===== src/pkg/cmpa_pkg.sv =====
// Constants for the comparator A control and status block.
// Assumes a single system clock and an AHB-Lite register port.
package cmpa_pkg;
	// Offsets are word indices; the bus byte address is four times the index.
	localparam logic [7:0] ACTRL_OFS = 8'h97;
	localparam logic [7:0] ACTRL_RST = 8'h00;
	localparam logic [7:0] IMASK_OFS = 8'hA0;
	localparam logic [7:0] ISTAT_OFS = 8'hA4;
	localparam logic [7:0] GIE_OFS = 8'hA8;
	localparam int CSEL_LSB = 6;
	localparam int CON_BIT = 5;
	localparam int FLAG_BIT = 4;
	localparam int EN_BIT = 3;
	localparam int GIE_BIT = 6;
	localparam logic [1:0] DEB_OVF = 2'h2;
	typedef enum logic [2:0] {
		M_LOW, M_RISE, M_TOG_DB, M_RISE_DB, M_FALL, M_FALL_DB, M_HIGH,
		M_FALL_DB2
	} mode_t;
endpackage : cmpa_pkg


===== src/hw/cmpa_ctrl.sv =====
// Comparator A control register, event detector and debouncer.
// Assumes analog comparator output synchronous to CLK_SYS.
//
// Design decision made here: register access over AHB-Lite.
`timescale 1ns/1ps
`default_nettype none
module cmpa_ctrl (
	// Clock and reset
	input wire logic CLK_SYS,
	input wire logic RST_B,
	// AHB-Lite slave
	input wire logic HSEL,
	input wire logic [31:0] HADDR,
	input wire logic [1:0] HTRANS,
	input wire logic HWRITE,
	input wire logic [2:0] HSIZE,
	input wire logic [31:0] HWDATA,
	input wire logic HREADY,
	output logic [31:0] HRDATA,
	output logic HREADYOUT,
	output logic HRESP,
	// Analog side
	input wire logic CMP_RAW,
	input wire logic T1_OVF,
	input wire logic PWR_DOWN,
	input wire logic [3:0] PIN_INPUT_ONLY,
	output logic [3:0] ANALOG_PIN_SEL,
	output logic [3:0] DIG_IN_DISABLE,
	output logic CMP_OUT,
	// Interrupt
	output logic IRQ
);
	import cmpa_pkg::*;

	logic [7:0] ctrl_reg, ctrl_next;
	logic [7:0] gie_reg, gie_next;
	logic [1:0] stat_reg, stat_next;
	logic [1:0] mask_reg, mask_next;
	logic wr_reg, wr_next;
	logic [7:0] addr_reg, addr_next;
	logic [31:0] rdata_reg, rdata_next;
	logic prev_reg, prev_next;
	logic pend_reg, pend_next;
	logic exp_reg, exp_next;
	logic [1:0] ovf_reg, ovf_next;
	logic [3:0] sel_reg, sel_next;
	logic [3:0] dis_reg, dis_next;
	logic out_reg, out_next;
	logic irq_reg, irq_next;
	logic enabled, cmp_s, rise, fall, ev, db_done, db_ok, rd_stat;
	logic start_db, flag_wr0, acc;
	mode_t mode;

	// Power-down overrides the enable bit.
	assign enabled = ctrl_reg[EN_BIT] && !PWR_DOWN;
	assign cmp_s = enabled && CMP_RAW;
	assign mode = mode_t'(ctrl_reg[2:0]);
	assign rise = cmp_s && !prev_reg;
	assign fall = !cmp_s && prev_reg;
	// Each register is one aligned word, so byte lanes and stray high
	// address bits are refused rather than aliased onto a register.
	assign acc = HSEL && HREADY && HTRANS[1] && HADDR[31:10] == 22'h0 &&
		HADDR[1:0] == 2'h0;
	assign flag_wr0 = wr_reg && addr_reg == ACTRL_OFS && !HWDATA[FLAG_BIT];
	assign rd_stat = acc && !HWRITE && HADDR[9:2] == ISTAT_OFS;
	assign db_done = pend_reg && ovf_reg == DEB_OVF;
	assign db_ok = db_done && cmp_s == exp_reg;

	always_comb begin
		start_db = 1'b0;
		ev = 1'b0;
		case (mode)
			M_LOW: ev = !cmp_s && enabled;
			M_HIGH: ev = cmp_s;
			M_RISE: ev = rise;
			M_FALL: ev = fall;
			M_TOG_DB: start_db = rise || fall;
			M_RISE_DB: start_db = rise;
			M_FALL_DB, M_FALL_DB2: start_db = fall;
			default: ev = 1'b0;
		endcase
		// Gating here, not only at the edge detector, keeps the fall that
		// disabling itself causes from raising the flag.
		ev = enabled && (ev || db_ok);
	end

	always_comb begin
		ctrl_next = ctrl_reg;
		gie_next = gie_reg;
		mask_next = mask_reg;
		stat_next = stat_reg;
		wr_next = acc && HWRITE;
		addr_next = acc ? HADDR[9:2] : addr_reg;
		rdata_next = 32'h0;
		prev_next = cmp_s;
		pend_next = pend_reg;
		exp_next = exp_reg;
		ovf_next = ovf_reg;
		if (wr_reg) begin
			case (addr_reg)
				ACTRL_OFS: ctrl_next = {HWDATA[7:5], ctrl_reg[FLAG_BIT] &&
					HWDATA[FLAG_BIT], HWDATA[3:0]};
				GIE_OFS: gie_next = HWDATA[7:0];
				IMASK_OFS: mask_next = HWDATA[1:0];
				default: ;
			endcase
		end
		if (rd_stat)
			stat_next = 2'h0;
		if (acc && !HWRITE) begin
			case (HADDR[9:2])
				ACTRL_OFS: rdata_next = {24'h0, ctrl_reg};
				GIE_OFS: rdata_next = {24'h0, gie_reg};
				IMASK_OFS: rdata_next = {30'h0, mask_reg};
				ISTAT_OFS: rdata_next = {30'h0, stat_reg};
				default: rdata_next = 32'h0;
			endcase
		end
		// Debounce restarts on each relevant transition, except while disabled or in the cycle the count ends.
		if (!enabled || db_done) begin
			pend_next = 1'b0;
		end else if (start_db) begin
			pend_next = 1'b1;
			exp_next = cmp_s;
			ovf_next = 2'h0;
		end else if (pend_reg && T1_OVF) begin
			ovf_next = ovf_reg + 2'h1;
		end
		// Set wins over a simultaneous clear.
		if (ev) begin
			ctrl_next[FLAG_BIT] = 1'b1;
			stat_next[0] = 1'b1;
		end
		if (ev && !ctrl_reg[FLAG_BIT] && !flag_wr0)
			stat_next[1] = 1'b1;
		sel_next = 4'h0;
		if (ctrl_reg[CON_BIT])
			sel_next[ctrl_next[7:CSEL_LSB]] = 1'b1;
		dis_next = enabled ? PIN_INPUT_ONLY : 4'h0;
		out_next = cmp_s;
		// IRQ follows the registered flag and status, one cycle behind them,
		// so a clear and a request in the same cycle cannot disagree.
		irq_next = (ctrl_reg[FLAG_BIT] && gie_reg[GIE_BIT]) ||
			|(stat_reg & mask_reg);
	end

	always_ff @(posedge CLK_SYS or negedge RST_B) begin
		if (!RST_B) begin
			ctrl_reg <= ACTRL_RST;
			gie_reg <= 8'h00;
			mask_reg <= 2'h0;
			stat_reg <= 2'h0;
			wr_reg <= 1'b0;
			addr_reg <= 8'h00;
			rdata_reg <= 32'h0;
			prev_reg <= 1'b0;
			pend_reg <= 1'b0;
			exp_reg <= 1'b0;
			ovf_reg <= 2'h0;
			sel_reg <= 4'h0;
			dis_reg <= 4'h0;
			out_reg <= 1'b0;
			irq_reg <= 1'b0;
		end else begin
			ctrl_reg <= ctrl_next;
			gie_reg <= gie_next;
			mask_reg <= mask_next;
			stat_reg <= stat_next;
			wr_reg <= wr_next;
			addr_reg <= addr_next;
			rdata_reg <= rdata_next;
			prev_reg <= prev_next;
			pend_reg <= pend_next;
			exp_reg <= exp_next;
			ovf_reg <= ovf_next;
			sel_reg <= sel_next;
			dis_reg <= dis_next;
			out_reg <= out_next;
			irq_reg <= irq_next;
		end
	end

	assign HRDATA = rdata_reg;
	assign HREADYOUT = 1'b1;
	assign HRESP = 1'b0;
	assign ANALOG_PIN_SEL = sel_reg;
	assign DIG_IN_DISABLE = dis_reg;
	assign CMP_OUT = out_reg;
	assign IRQ = irq_reg;

	property p_off_low;
		@(posedge CLK_SYS) disable iff (!RST_B)
		!enabled |=> !CMP_OUT;
	endproperty
	a_off_low: assert property (p_off_low) else $error("output not low");

	property p_rise;
		@(posedge CLK_SYS) disable iff (!RST_B)
		mode == M_RISE && rise |=> ctrl_reg[FLAG_BIT];
	endproperty
	a_rise: assert property (p_rise) else $error("rise lost");

	property p_pd;
		@(posedge CLK_SYS) disable iff (!RST_B)
		PWR_DOWN |-> !cmp_s;
	endproperty
	a_pd: assert property (p_pd) else $error("on in power-down");

	property p_gie;
		@(posedge CLK_SYS) disable iff (!RST_B)
		ctrl_reg[FLAG_BIT] && gie_reg[GIE_BIT] |=> IRQ;
	endproperty
	a_gie: assert property (p_gie) else $error("irq missing");

	property p_iso;
		@(posedge CLK_SYS) disable iff (!RST_B)
		!ctrl_reg[CON_BIT] |=> ANALOG_PIN_SEL == 4'h0;
	endproperty
	a_iso: assert property (p_iso) else $error("pins not isolated");

	property p_sel;
		@(posedge CLK_SYS) disable iff (!RST_B)
		ctrl_reg[CON_BIT] && !wr_reg |=>
			ANALOG_PIN_SEL == 4'h1 << $past(ctrl_reg[7:6]);
	endproperty
	a_sel: assert property (p_sel) else $error("wrong pin");

	property p_dis;
		@(posedge CLK_SYS) disable iff (!RST_B)
		enabled |=> DIG_IN_DISABLE == $past(PIN_INPUT_ONLY);
	endproperty
	a_dis: assert property (p_dis) else $error("digital path on");

	property p_w1;
		@(posedge CLK_SYS) disable iff (!RST_B)
		!ctrl_reg[FLAG_BIT] && !ev |=> !ctrl_reg[FLAG_BIT];
	endproperty
	a_w1: assert property (p_w1) else $error("flag set by write");

	property p_db;
		@(posedge CLK_SYS) disable iff (!RST_B)
		pend_reg |-> ovf_reg <= DEB_OVF;
	endproperty
	a_db: assert property (p_db) else $error("debounce count");

	property p_low;
		@(posedge CLK_SYS) disable iff (!RST_B)
		mode == M_LOW && enabled && !cmp_s |=> ctrl_reg[FLAG_BIT];
	endproperty
	a_low: assert property (p_low) else $error("low level lost");

	property p_fall;
		@(posedge CLK_SYS) disable iff (!RST_B)
		mode == M_FALL && enabled && fall |=> ctrl_reg[FLAG_BIT];
	endproperty
	a_fall: assert property (p_fall) else $error("fall lost");

	property p_high;
		@(posedge CLK_SYS) disable iff (!RST_B)
		mode == M_HIGH && cmp_s |=> ctrl_reg[FLAG_BIT];
	endproperty
	a_high: assert property (p_high) else $error("high level lost");

	property p_pend;
		@(posedge CLK_SYS) disable iff (!RST_B)
		mode == M_TOG_DB && enabled && !db_done && (rise || fall) |=> pend_reg;
	endproperty
	a_pend: assert property (p_pend) else $error("toggle not timed");

	property p_deb_set;
		@(posedge CLK_SYS) disable iff (!RST_B)
		db_ok && enabled |=> ctrl_reg[FLAG_BIT];
	endproperty
	a_deb_set: assert property (p_deb_set) else $error("debounce lost");

	property p_discard;
		@(posedge CLK_SYS) disable iff (!RST_B)
		db_done && !db_ok && mode == M_RISE_DB && !ctrl_reg[FLAG_BIT] |=>
			!ctrl_reg[FLAG_BIT];
	endproperty
	a_discard: assert property (p_discard) else $error("glitch kept");

	property p_block;
		@(posedge CLK_SYS) disable iff (!RST_B)
		!enabled && !ctrl_reg[FLAG_BIT] |=> !ctrl_reg[FLAG_BIT];
	endproperty
	a_block: assert property (p_block) else $error("event while off");

	property p_rdclr;
		@(posedge CLK_SYS) disable iff (!RST_B)
		rd_stat && !ev |=> stat_reg == 2'h0;
	endproperty
	a_rdclr: assert property (p_rdclr) else $error("status kept");

	property p_mask;
		@(posedge CLK_SYS) disable iff (!RST_B)
		(stat_reg & mask_reg) != 2'h0 |=> IRQ;
	endproperty
	a_mask: assert property (p_mask) else $error("masked irq missing");

	property p_quiet;
		@(posedge CLK_SYS) disable iff (!RST_B)
		!(ctrl_reg[FLAG_BIT] && gie_reg[GIE_BIT]) &&
			(stat_reg & mask_reg) == 2'h0 |=> !IRQ;
	endproperty
	a_quiet: assert property (p_quiet) else $error("stray irq");

	c_db: cover property (@(posedge CLK_SYS) db_ok);
	c_irq: cover property (@(posedge CLK_SYS) $rose(IRQ));
	c_low: cover property (@(posedge CLK_SYS) mode == M_LOW && ev);
	c_fall: cover property (@(posedge CLK_SYS) mode == M_FALL && ev);
	c_discard: cover property (@(posedge CLK_SYS) db_done && !db_ok);
endmodule : cmpa_ctrl
`default_nettype wire


===== config.mk =====
export PLATFORM = sky130hd
export DESIGN_NAME = cmpa_ctrl
export DESIGN_NICKNAME = d
export VERILOG_FILES = /design/src/pkg/cmpa_pkg.sv /design/src/hw/cmpa_ctrl.sv
export SDC_FILE = /design/constraint.sdc
export NUM_CORES = 1
export LEC_CHECK = 0
export BUFFER_PORTS_ARGS = -buffer_cell sky130_fd_sc_hd__buf_4
export CAP_MARGIN = 20
export CORE_MARGIN = 1.5
export CORE_UTILIZATION = 49
export CTS_CLUSTER_DIAMETER = 80
export DETAILED_ROUTE_END_ITERATION = 16
export GPL_TIMING_DRIVEN = 0
export PLACE_DENSITY_LB_ADDON = 0.05
export SYNTH_ARGS = -nofsm -noshare
export SYNTH_HDL_FRONTEND = slang
export SYNTH_SLANG_ARGS = --single-unit
export TNS_END_PERCENT = 5

===== constraint.sdc =====
create_clock -name CLK_SYS -period 5.8 [get_ports CLK_SYS]
set_clock_uncertainty 0.15 [all_clocks]
set_input_delay 0.58 -clock CLK_SYS [delete_from_list [all_inputs] [get_ports CLK_SYS]]
set_output_delay 0.58 -clock CLK_SYS [all_outputs]
set_load 0.02 [all_outputs]

==> results of run 1 <==
layer usage:
metal | global-route usage, % | part of all wire (%) | vias to the layer above
met3 | 4.74 | 9.3 | 5
li1 | - | - | 892
met4 | 4.24 | 0.73 | 0
met2 | 31.7 | 48 | 83
met5 | 0 | 0 | -
met1 | 24.3 | 42 | 890
stage by stage:
step / cell area (sq um) / instances
after global routing: 3300 / 375
after global placement: 3180 / 367
after detailed placement: 3180 / 367
after floorplan: 2580 / 231
after CTS: 3300 / 375
final: 3300 / 375
critical path, stage by stage (launching register included):
cell and delay, ns:
sky130_fd_sc_hd__dfrtp_1 0.37, sky130_fd_sc_hd__nor2b_1 0.39, sky130_fd_sc_hd__nand2_1 0.13, sky130_fd_sc_hd__inv_1 0.09, sky130_fd_sc_hd__ha_1 0.22, sky130_fd_sc_hd__nor2_1 0.09
sky130_fd_sc_hd__o21ai_0 0.15, sky130_fd_sc_hd__a21oi_1 0.19, sky130_fd_sc_hd__mux2_2 0.34
worst paths after layout:
kind,to,depth (start not counted)
max,exp_reg$_DFFE_PN0P_,8
min,DIG_IN_DISABLE[2]$_DFF_PN0_,1
max reg2reg,exp_reg$_DFFE_PN0P_,8
min reg2reg,ovf_reg[0]$_DFFE_PN0P_,1
max in group asynchronous,HRDATA[6]$_DFF_PN0_,1
min in group CLK_SYS,ovf_reg[0]$_DFFE_PN0P_,1
placed cells by master (no fill, tap or decap), types with 3 or more instances in the layout:
| master | Yosys | layout |
|---|---|---|
| sky130_fd_sc_hd__inv_1 | 11 | 11 |
| sky130_fd_sc_hd__nor4_1 | 7 | 7 |
| sky130_fd_sc_hd__conb_1 | 2 | 26 |
| sky130_fd_sc_hd__nor3_1 | 12 | 12 |
| sky130_fd_sc_hd__a22oi_1 | 6 | 6 |
| sky130_fd_sc_hd__dfrtp_1 | 51 | 51 |
| sky130_fd_sc_hd__ha_1 | 3 | 3 |
| sky130_fd_sc_hd__and2_1 | 6 | 6 |
| sky130_fd_sc_hd__buf_4 | 26 | 95 |
| sky130_fd_sc_hd__nor2_1 | 4 | 4 |
| sky130_fd_sc_hd__o21ai_0 | 7 | 7 |
| sky130_fd_sc_hd__nand2_1 | 6 | 6 |
| sky130_fd_sc_hd__mux2_2 | 24 | 24 |
| sky130_fd_sc_hd__clkbuf_8 | 1 | 7 |
| sky130_fd_sc_hd__a222oi_1 | 3 | 3 |
| sky130_fd_sc_hd__nor2b_1 | 5 | 5 |
kinds of logic (layout without fill, tap and decap cells):
kind of cell / count (synthesis) / after routing / synth area share (%)
AND/OR/NAND/NOR: 60 / 60 / 17.3
flip-flops: 51 / 51 / 51.3
buffers and inverters: 40 / 117 / 10.7
multiplexers: 27 / 27 / 12.1
AO/OA/AOI/OAI: 23 / 23 / 6.44
adder cells (fa/ha/maj): 3 / 3 / 1.51
other: 2 / 26 / 0.302
XOR/XNOR: 1 / 1 / 0.352
report_power, final:
| group | switching, uW | internal (uW) |
|---|---|---|
| registers | 1.67 | 358 |
| logic | 36.6 | 40.7 |
| clock network | 114 | 142 |
cell type report:
type                       instances  area [sq um]  share of cell area (%)
inverter                          12          45.0                    1.36
buffer                            28           220                    6.67
clock inverter                     2          38.8                    1.17
sequential                        51          1280                    38.7
tap                               67          83.8                    2.54
clock buffer                       6          82.6                    2.50
timing repair buffer              69           518                    15.7
multi-input combinational        140          1040                    31.4
==> parameters.txt, run 1 <==
Parameter                              Value

Setup path
  Minimum setup slack among reg-to-reg paths ... 3.57 ns
  Data arrival, critical path ... 2.28 ns
  Category of the worst setup path capture point ... flip-flop
  Critical path required time ... 5.84 ns
  Critical Path Source Type ... flip-flop
  Origin of the critical flop-to-flop path ... ctrl_reg[3]$_DFFE_PN0P_
  Start point of the critical path ... ctrl_reg[3]$_DFFE_PN0P_
  Worst Path Max Fanout ... 7
  Critical setup path kind ... reg -> reg

Floorplan
  Chip width ... 74.3 um
  Effective utilization at floorplan ... 51.7%
  Die span in y ... 74.3 um
  Count of pins on the block boundary ... 125
  Core area ... 4820 sq um
  Num rows ... 25
  Die Footprint ... 5520 sq um

STA
  Summed negative setup slack over all endpoints ... 0 ns
  Worst Max-Slew Pin Slew ... 0.984 ns
  Max-slew violation count ... 0
  Worst slack on hold paths ... 0.138 ns
  Slew margin rel. ... 34.2%
  Period minus WS final ... 2.23 ns
  Highest clock frequency the design can meet ... 0.448 GHz
  Setup WS post-layout ... 3.57 ns
  RSZ-0062 raised after global routing ... false
  Final hold viol count ... 0
  Final worst-path cycle share ... 38.5%
  Endpoints failing setup ... 0

Routing
  Vias post-DR ... 1870
  Average detailed-routed wire length per instance ... 13.2 um
  Post-detailed-routing wire length ... 4960 um
  Drt via density ... 4.99
  Drt first pass iters ... 5
  Number of nets still failing antenna checks after routing ... 0
  Violation count after the first detailed-route iteration ... 107
  Post-route DRC violation count ... 0

Global routing
  Wire length of the first global-routing pass ... 7820 um
  Pin count of the biggest net entering global routing ... 52
  Total GRT Usage ... 18.7%
  Initial antenna violation count ... 0
  Vias in the first global route ... 1676
  Total gr overflow ... 0

Logic synthesis
  Top-count cell post-synth ... sky130_fd_sc_hd__dfrtp_1
  EDFF count, synth ... 0
  Mapped Cells ... 207
  Share of Yosys cell area claimed by the top area cell type ... 51.3%
  Ranking of synthesized cells by area ... sky130_fd_sc_hd__dfrtp_1 (51%), sky130_fd_sc_hd__mux2_2 (11%), sky130_fd_sc_hd__buf_4 (7.8%)
  Cell taking the most area after synthesis ... sky130_fd_sc_hd__dfrtp_1
  Sequential fraction of the synthesis area ... 51.3%
  Async S/R FF share, synth ... 100%
  Post-synthesis cell area ... 2490 sq um
  Synthesized area divided by synthesized cell count ... 12.0 sq um
  Post-synth cell types ... 42
  Ranking of synthesized cells by instance count ... sky130_fd_sc_hd__dfrtp_1 (51), sky130_fd_sc_hd__buf_4 (26), sky130_fd_sc_hd__mux2_2 (24)
  Prevailing post-synth register cell ... sky130_fd_sc_hd__dfrtp_1
  Yosys warning count ... 0
  Flip-flop and latch count after synthesis ... 51

Clock tree
  CTS tree ... yes
  Latest clock arrival within the worst-skew pair ... 0.30 ns
  Root buffer cell ... sky130_fd_sc_hd__clkbuf_8
  Bufs on Longest Clock Path ... 2
  CTS Hold Bufs ... 0
  Setup Buffers After CTS ... 0
  Clock-pin slew of the registers on the worst-case setup and hold paths ... 0.09 ns
  # resized after CTS ... 0
  Number of clock buffers inserted by TritonCTS ... 5
  # H-tree levels ... 2
  TritonCTS sink count ... 51

Power
  Lkg Pwr ... 0.00168 uW
  Power Dens Cells ... 210 nW/um^2
  Peak ir drop on the vdd network ... 0.167 mV
  Total chip power ... 693 uW

Finish
  Final cell utilization of the core ... 68.5%
  Number of inserted diodes ... 0
  Fill cell instance count of the final layout ... 410
  Ratio of cells with drive above 1 in the final layout ... 44.5%
  Final net count ... 391
  Synthesis-to-finish area growth ... 32.7%

Place
  Count of port buffers added during placement ... 69
  Final HPWL from detailed placement ... 3700 um
  Setup Slack @ Placement ... 3.24 ns
  Routability cong. ... 0.826

Job
  Reported max-cap violation count ... 0

Outcome
  Result of the run ... complete, no violations

Min path
  Path class of the lowest-slack min-delay path ... in -> async
No activity file was read; power rests on OpenSTA's default activity.
==> run 2: changes to the inputs <==
--- a/config.mk
+++ b/config.mk
@@ -5,10 +5,11 @@
 export SDC_FILE = /design/constraint.sdc
 export NUM_CORES = 1
 export LEC_CHECK = 0
+export ABC_AREA = 1
 export BUFFER_PORTS_ARGS = -buffer_cell sky130_fd_sc_hd__buf_4
 export CAP_MARGIN = 20
 export CORE_MARGIN = 1.5
-export CORE_UTILIZATION = 49
+export CORE_UTILIZATION = 42
 export CTS_CLUSTER_DIAMETER = 80
 export DETAILED_ROUTE_END_ITERATION = 16
 export GPL_TIMING_DRIVEN = 0
==> constraint.sdc (replaced) <==
create_clock -name CLK_SYS -period 1.9 [get_ports CLK_SYS]
set_clock_uncertainty 0.15 [all_clocks]
set_input_delay 0.19 -clock CLK_SYS [delete_from_list [all_inputs] [get_ports CLK_SYS]]
set_output_delay 0.19 -clock CLK_SYS [all_outputs]
set_load 0.02 [all_outputs]
==> parameters.txt, run 2 <==
Parameter                              Value

Outcome
  Result of the run ... complete, no violations

Logic synthesis
  Flip-flop and latch count after synthesis ... 51 (unchanged)
  Mapped Cells ... 327 (+58%)
  Post-synthesis cell area ... 2650 sq um (+6.3%)
  Top-count cell post-synth ... sky130_fd_sc_hd__nand2_1
  Share of Yosys cell area claimed by the top area cell type ... 48.2% (-3.1 points)
  Ranking of synthesized cells by instance count ... sky130_fd_sc_hd__nand2_1 (72), sky130_fd_sc_hd__dfrtp_1 (51), sky130_fd_sc_hd__nor2_1 (45)
  Yosys warning count ... 0 (unchanged)
  Synthesized area divided by synthesized cell count ... 8.09 sq um (-33%)
  Cell taking the most area after synthesis ... sky130_fd_sc_hd__dfrtp_1
  Sequential fraction of the synthesis area ... 48.2% (-3.1 points)
  Prevailing post-synth register cell ... sky130_fd_sc_hd__dfrtp_1
  Ranking of synthesized cells by area ... sky130_fd_sc_hd__dfrtp_1 (48%), sky130_fd_sc_hd__nand2_1 (10%), sky130_fd_sc_hd__buf_4 (7.7%)
  Async S/R FF share, synth ... 100% (unchanged)
  Post-synth cell types ... 25 (-40%)
  EDFF count, synth ... 0 (unchanged)

Routing
  Violation count after the first detailed-route iteration ... 101 (-5.6%)
  Vias post-DR ... 2289 (+22%)
  Drt via density ... 4.46 (-11%)
  Average detailed-routed wire length per instance ... 11.2 um (-16%)
  Drt first pass iters ... 4 (-1)
  Post-detailed-routing wire length ... 5720 um (+15%)
  Number of nets still failing antenna checks after routing ... 0 (unchanged)
  Post-route DRC violation count ... 0 (unchanged)

Floorplan
  Count of pins on the block boundary ... 125 (unchanged)
  Core area ... 5990 sq um (+24%)
  Chip width ... 82.4 um (+11%)
  Die span in y ... 82.4 um (+11%)
  Num rows ... 28 (+12%)
  Effective utilization at floorplan ... 44.2% (-7.5 points)
  Die Footprint ... 6790 sq um (+23%)

Setup path
  Data arrival, critical path ... 1.76 ns (-0.52 ns)
  List of cells traversed by the critical path ... nand3_4 > inv_1 > ha_1 > o21ai_1 > nand3b_1 > nand2_1 > nand2_2 > nand2_1 > o21ai_0
  Category of the worst setup path capture point ... flip-flop
  Capturing instance or port of the critical path ... exp_reg$_DFFE_PN0P_
  CP peak stage delay ... 0.45 ns (+0.06 ns)
  Critical setup path kind ... reg -> reg
  Critical Path Source Type ... flip-flop
  Crit Reg-Reg Endpoint ... exp_reg$_DFFE_PN0P_
  Critical path required time ... 1.94 ns (-3.90 ns)
  Critical path's most frequent cell ... sky130_fd_sc_hd__nand2_1
  R2R cell count ... 9 (+1)
  Worst Path Max Fanout ... 5 (-2)
  Minimum setup slack among reg-to-reg paths ... 0.18 ns (-3.39 ns)
  Start point of the critical path ... ctrl_reg[3]$_DFFE_PN0P_
  Crit path max-delay cell type ... sky130_fd_sc_hd__dfrtp_2
  Origin of the critical flop-to-flop path ... ctrl_reg[3]$_DFFE_PN0P_

Job
  Reported max-cap violation count ... 0 (unchanged)

Finish
  Number of inserted diodes ... 0 (unchanged)
  Post-route design area ... 3560 sq um (+7.9%)
  Highest-count cells in the layout ignoring fill and taps ... sky130_fd_sc_hd__buf_4 (98), sky130_fd_sc_hd__nand2_1 (71), sky130_fd_sc_hd__dfrtp_1 (50), sky130_fd_sc_hd__nor2_1 (45), sky130_fd_sc_hd__inv_1 (34)
  Ratio of cells with drive above 1 in the final layout ... 29.5% (-15 points)
  Fill cell instance count of the final layout ... 571 (+39%)
  Commonest non-fill, non-tap cell in the layout ... sky130_fd_sc_hd__buf_4
  Synthesis-to-finish area growth ... 34.7%
  Final net count ... 521 (+33%)

Global routing
  Pin count of the biggest net entering global routing ... 52 (unchanged)
  Total gr overflow ... 0 (unchanged)
  Initial antenna violation count ... 0 (unchanged)
  Wire length of the first global-routing pass ... 9250 um (+18%)
  Vias in the first global route ... 2145 (+28%)
  Total GRT Usage ... 17.9% (-0.81 points)

Power
  Lkg Pwr ... 0.00194 uW (+16%)
  Power Dens Cells ... 617 nW/um^2 (+190%)
  Peak ir drop on the vdd network ... 0.366 mV (+120%)

Clock tree
  Number of clock buffers inserted by TritonCTS ... 5 (unchanged)
  # H-tree levels ... 2 (unchanged)
  Clock-pin slew of the registers on the worst-case setup and hold paths ... 0.09 ns (about the same)
  TritonCTS sink count ... 51 (unchanged)
  Root buffer cell ... sky130_fd_sc_hd__clkbuf_8
  Bufs on Longest Clock Path ... 2 (unchanged)
  Latest clock arrival within the worst-skew pair ... 0.31 ns (about the same)
  CTS tree ... yes

Place
  Setup Slack @ Placement ... -0.00498 ns (-3.24 ns)
  Count of port buffers added during placement ... 70 (+1.4%)
  Final HPWL from detailed placement ... 4360 um (+18%)
  Routability cong. ... 0.844 (+2.2%)
  Cell area after placement ... 3360 sq um (+5.5%)

STA
  Worst Max-Slew Pin Slew ... 0.627 ns (-0.357 ns)
  Period minus WS final ... 1.72 ns (-0.515 ns)
  Setup WS post-layout ... 0.181 ns (-3.39 ns)
  RSZ-0062 raised after global routing ... false
  Max-slew violation count ... 0 (unchanged)
  Slew margin rel. ... 58.2% (+24 points)
  Summed negative setup slack over all endpoints ... 0 ns (unchanged)
  Final worst-path cycle share ... 90.5% (+52 points)
  Highest clock frequency the design can meet ... 0.582 GHz (+30%)
  Final hold viol count ... 0 (unchanged)
  Endpoints failing setup ... 0 (unchanged)

Min path
  Hold Path Cell Cnt ... 3
  Path class of the lowest-slack min-delay path ... in -> reg
run 2: worst max-delay path: cells and delay by family, from the launching register on:
| family | cells | cell delay (ns) |
|---|---|---|
| adders and majority gates | 1 | 0.27 |
| and+or+nand+nor | 5 | 0.46 |
| buffers and inverters | 1 | 0.06 |
| AOI/OAI and AO/OA | 2 | 0.21 |
| DFF | 1 | 0.45 |
run 2: report_power, final:
| group | switching, uW | internal [uW] | total [uW] |
|---|---|---|---|
| combinational | 195 | 174 | 369 |
| clock | 353 | 332 | 684 |
| sequential | 23.4 | 1120 | 1150 |
run 2: final cells by class:
class | instances | area, sq um | area share [%]
clock inverter | 1 | 7.51 | 0.211
timing repair buffer | 79 | 613 | 17.2
sequential | 51 | 1280 | 35.8
multi-input combinational | 232 | 1110 | 31.1
clock buffer | 7 | 96.3 | 2.70
buffer | 31 | 226 | 6.36
tap | 75 | 93.8 | 2.63
inverter | 37 | 139 | 3.90
run 2: repair_timing:
item                                   4_1_cts  5_1_grt
setup endpoints to repair                    2        3
endpoints found under the hold margin       58        0
hold buffers                                 8        0
buffers inserted                             0        1
resized for setup                            1        4
run 2: metal layers:
| layer | vias up | wire length [um] | track usage [%] |
|---|---|---|---|
| met5 | - | 0 | 0 |
| met1 | 1016 | 2630 | 23.4 |
| li1 | 1205 | - | - |
| met3 | 9 | 270 | 2.97 |
| met2 | 59 | 2730 | 29.3 |
| met4 | 0 | 96 | 7.29 |
run 2: kinds of logic (layout without fill, tap and decap cells):
logic type	after synthesis	count (layout)	synth area share, %
buffers and inverters	68	155	13.8
flip-flops	51	51	48.2
other	2	26	0.284
AND/OR/NAND/NOR	168	168	28.7
AO/OA/AOI/OAI	35	35	7.56
adder cells (fa/ha/maj)	3	3	1.42
run 2: worst min-delay path by stage:
stage               from                          end  slack (ns)
4_1_cts        HWDATA[3]       gie_reg[3]$_DFFE_PN0P_       0.003
6_report        HADDR[8]      addr_reg[6]$_DFFE_PN0N_       0.007
3_5_place_dp       RST_B      addr_reg[5]$_DFFE_PN0N_        0.11
5_1_grt        HWDATA[3]      ctrl_reg[3]$_DFFE_PN0P_      0.0009
2_1_floorplan      RST_B  ANALOG_PIN_SEL[0]$_DFF_PN0_       -0.26
3_3_place_gp       RST_B      addr_reg[0]$_DFFE_PN0N_        0.11
run 2: stage by stage:
step	util, %	power, uW	hold WS [ns]	std cells
floorplan	-	1370	-0.256	351
global placement	56.0	1520	0.106	496
detailed placement	56.0	1520	0.115	496
CTS	59.2	2230	0.00258	512
global route	59.5	2300	0.000886	513
finish	59.5	2200	0.00738	513
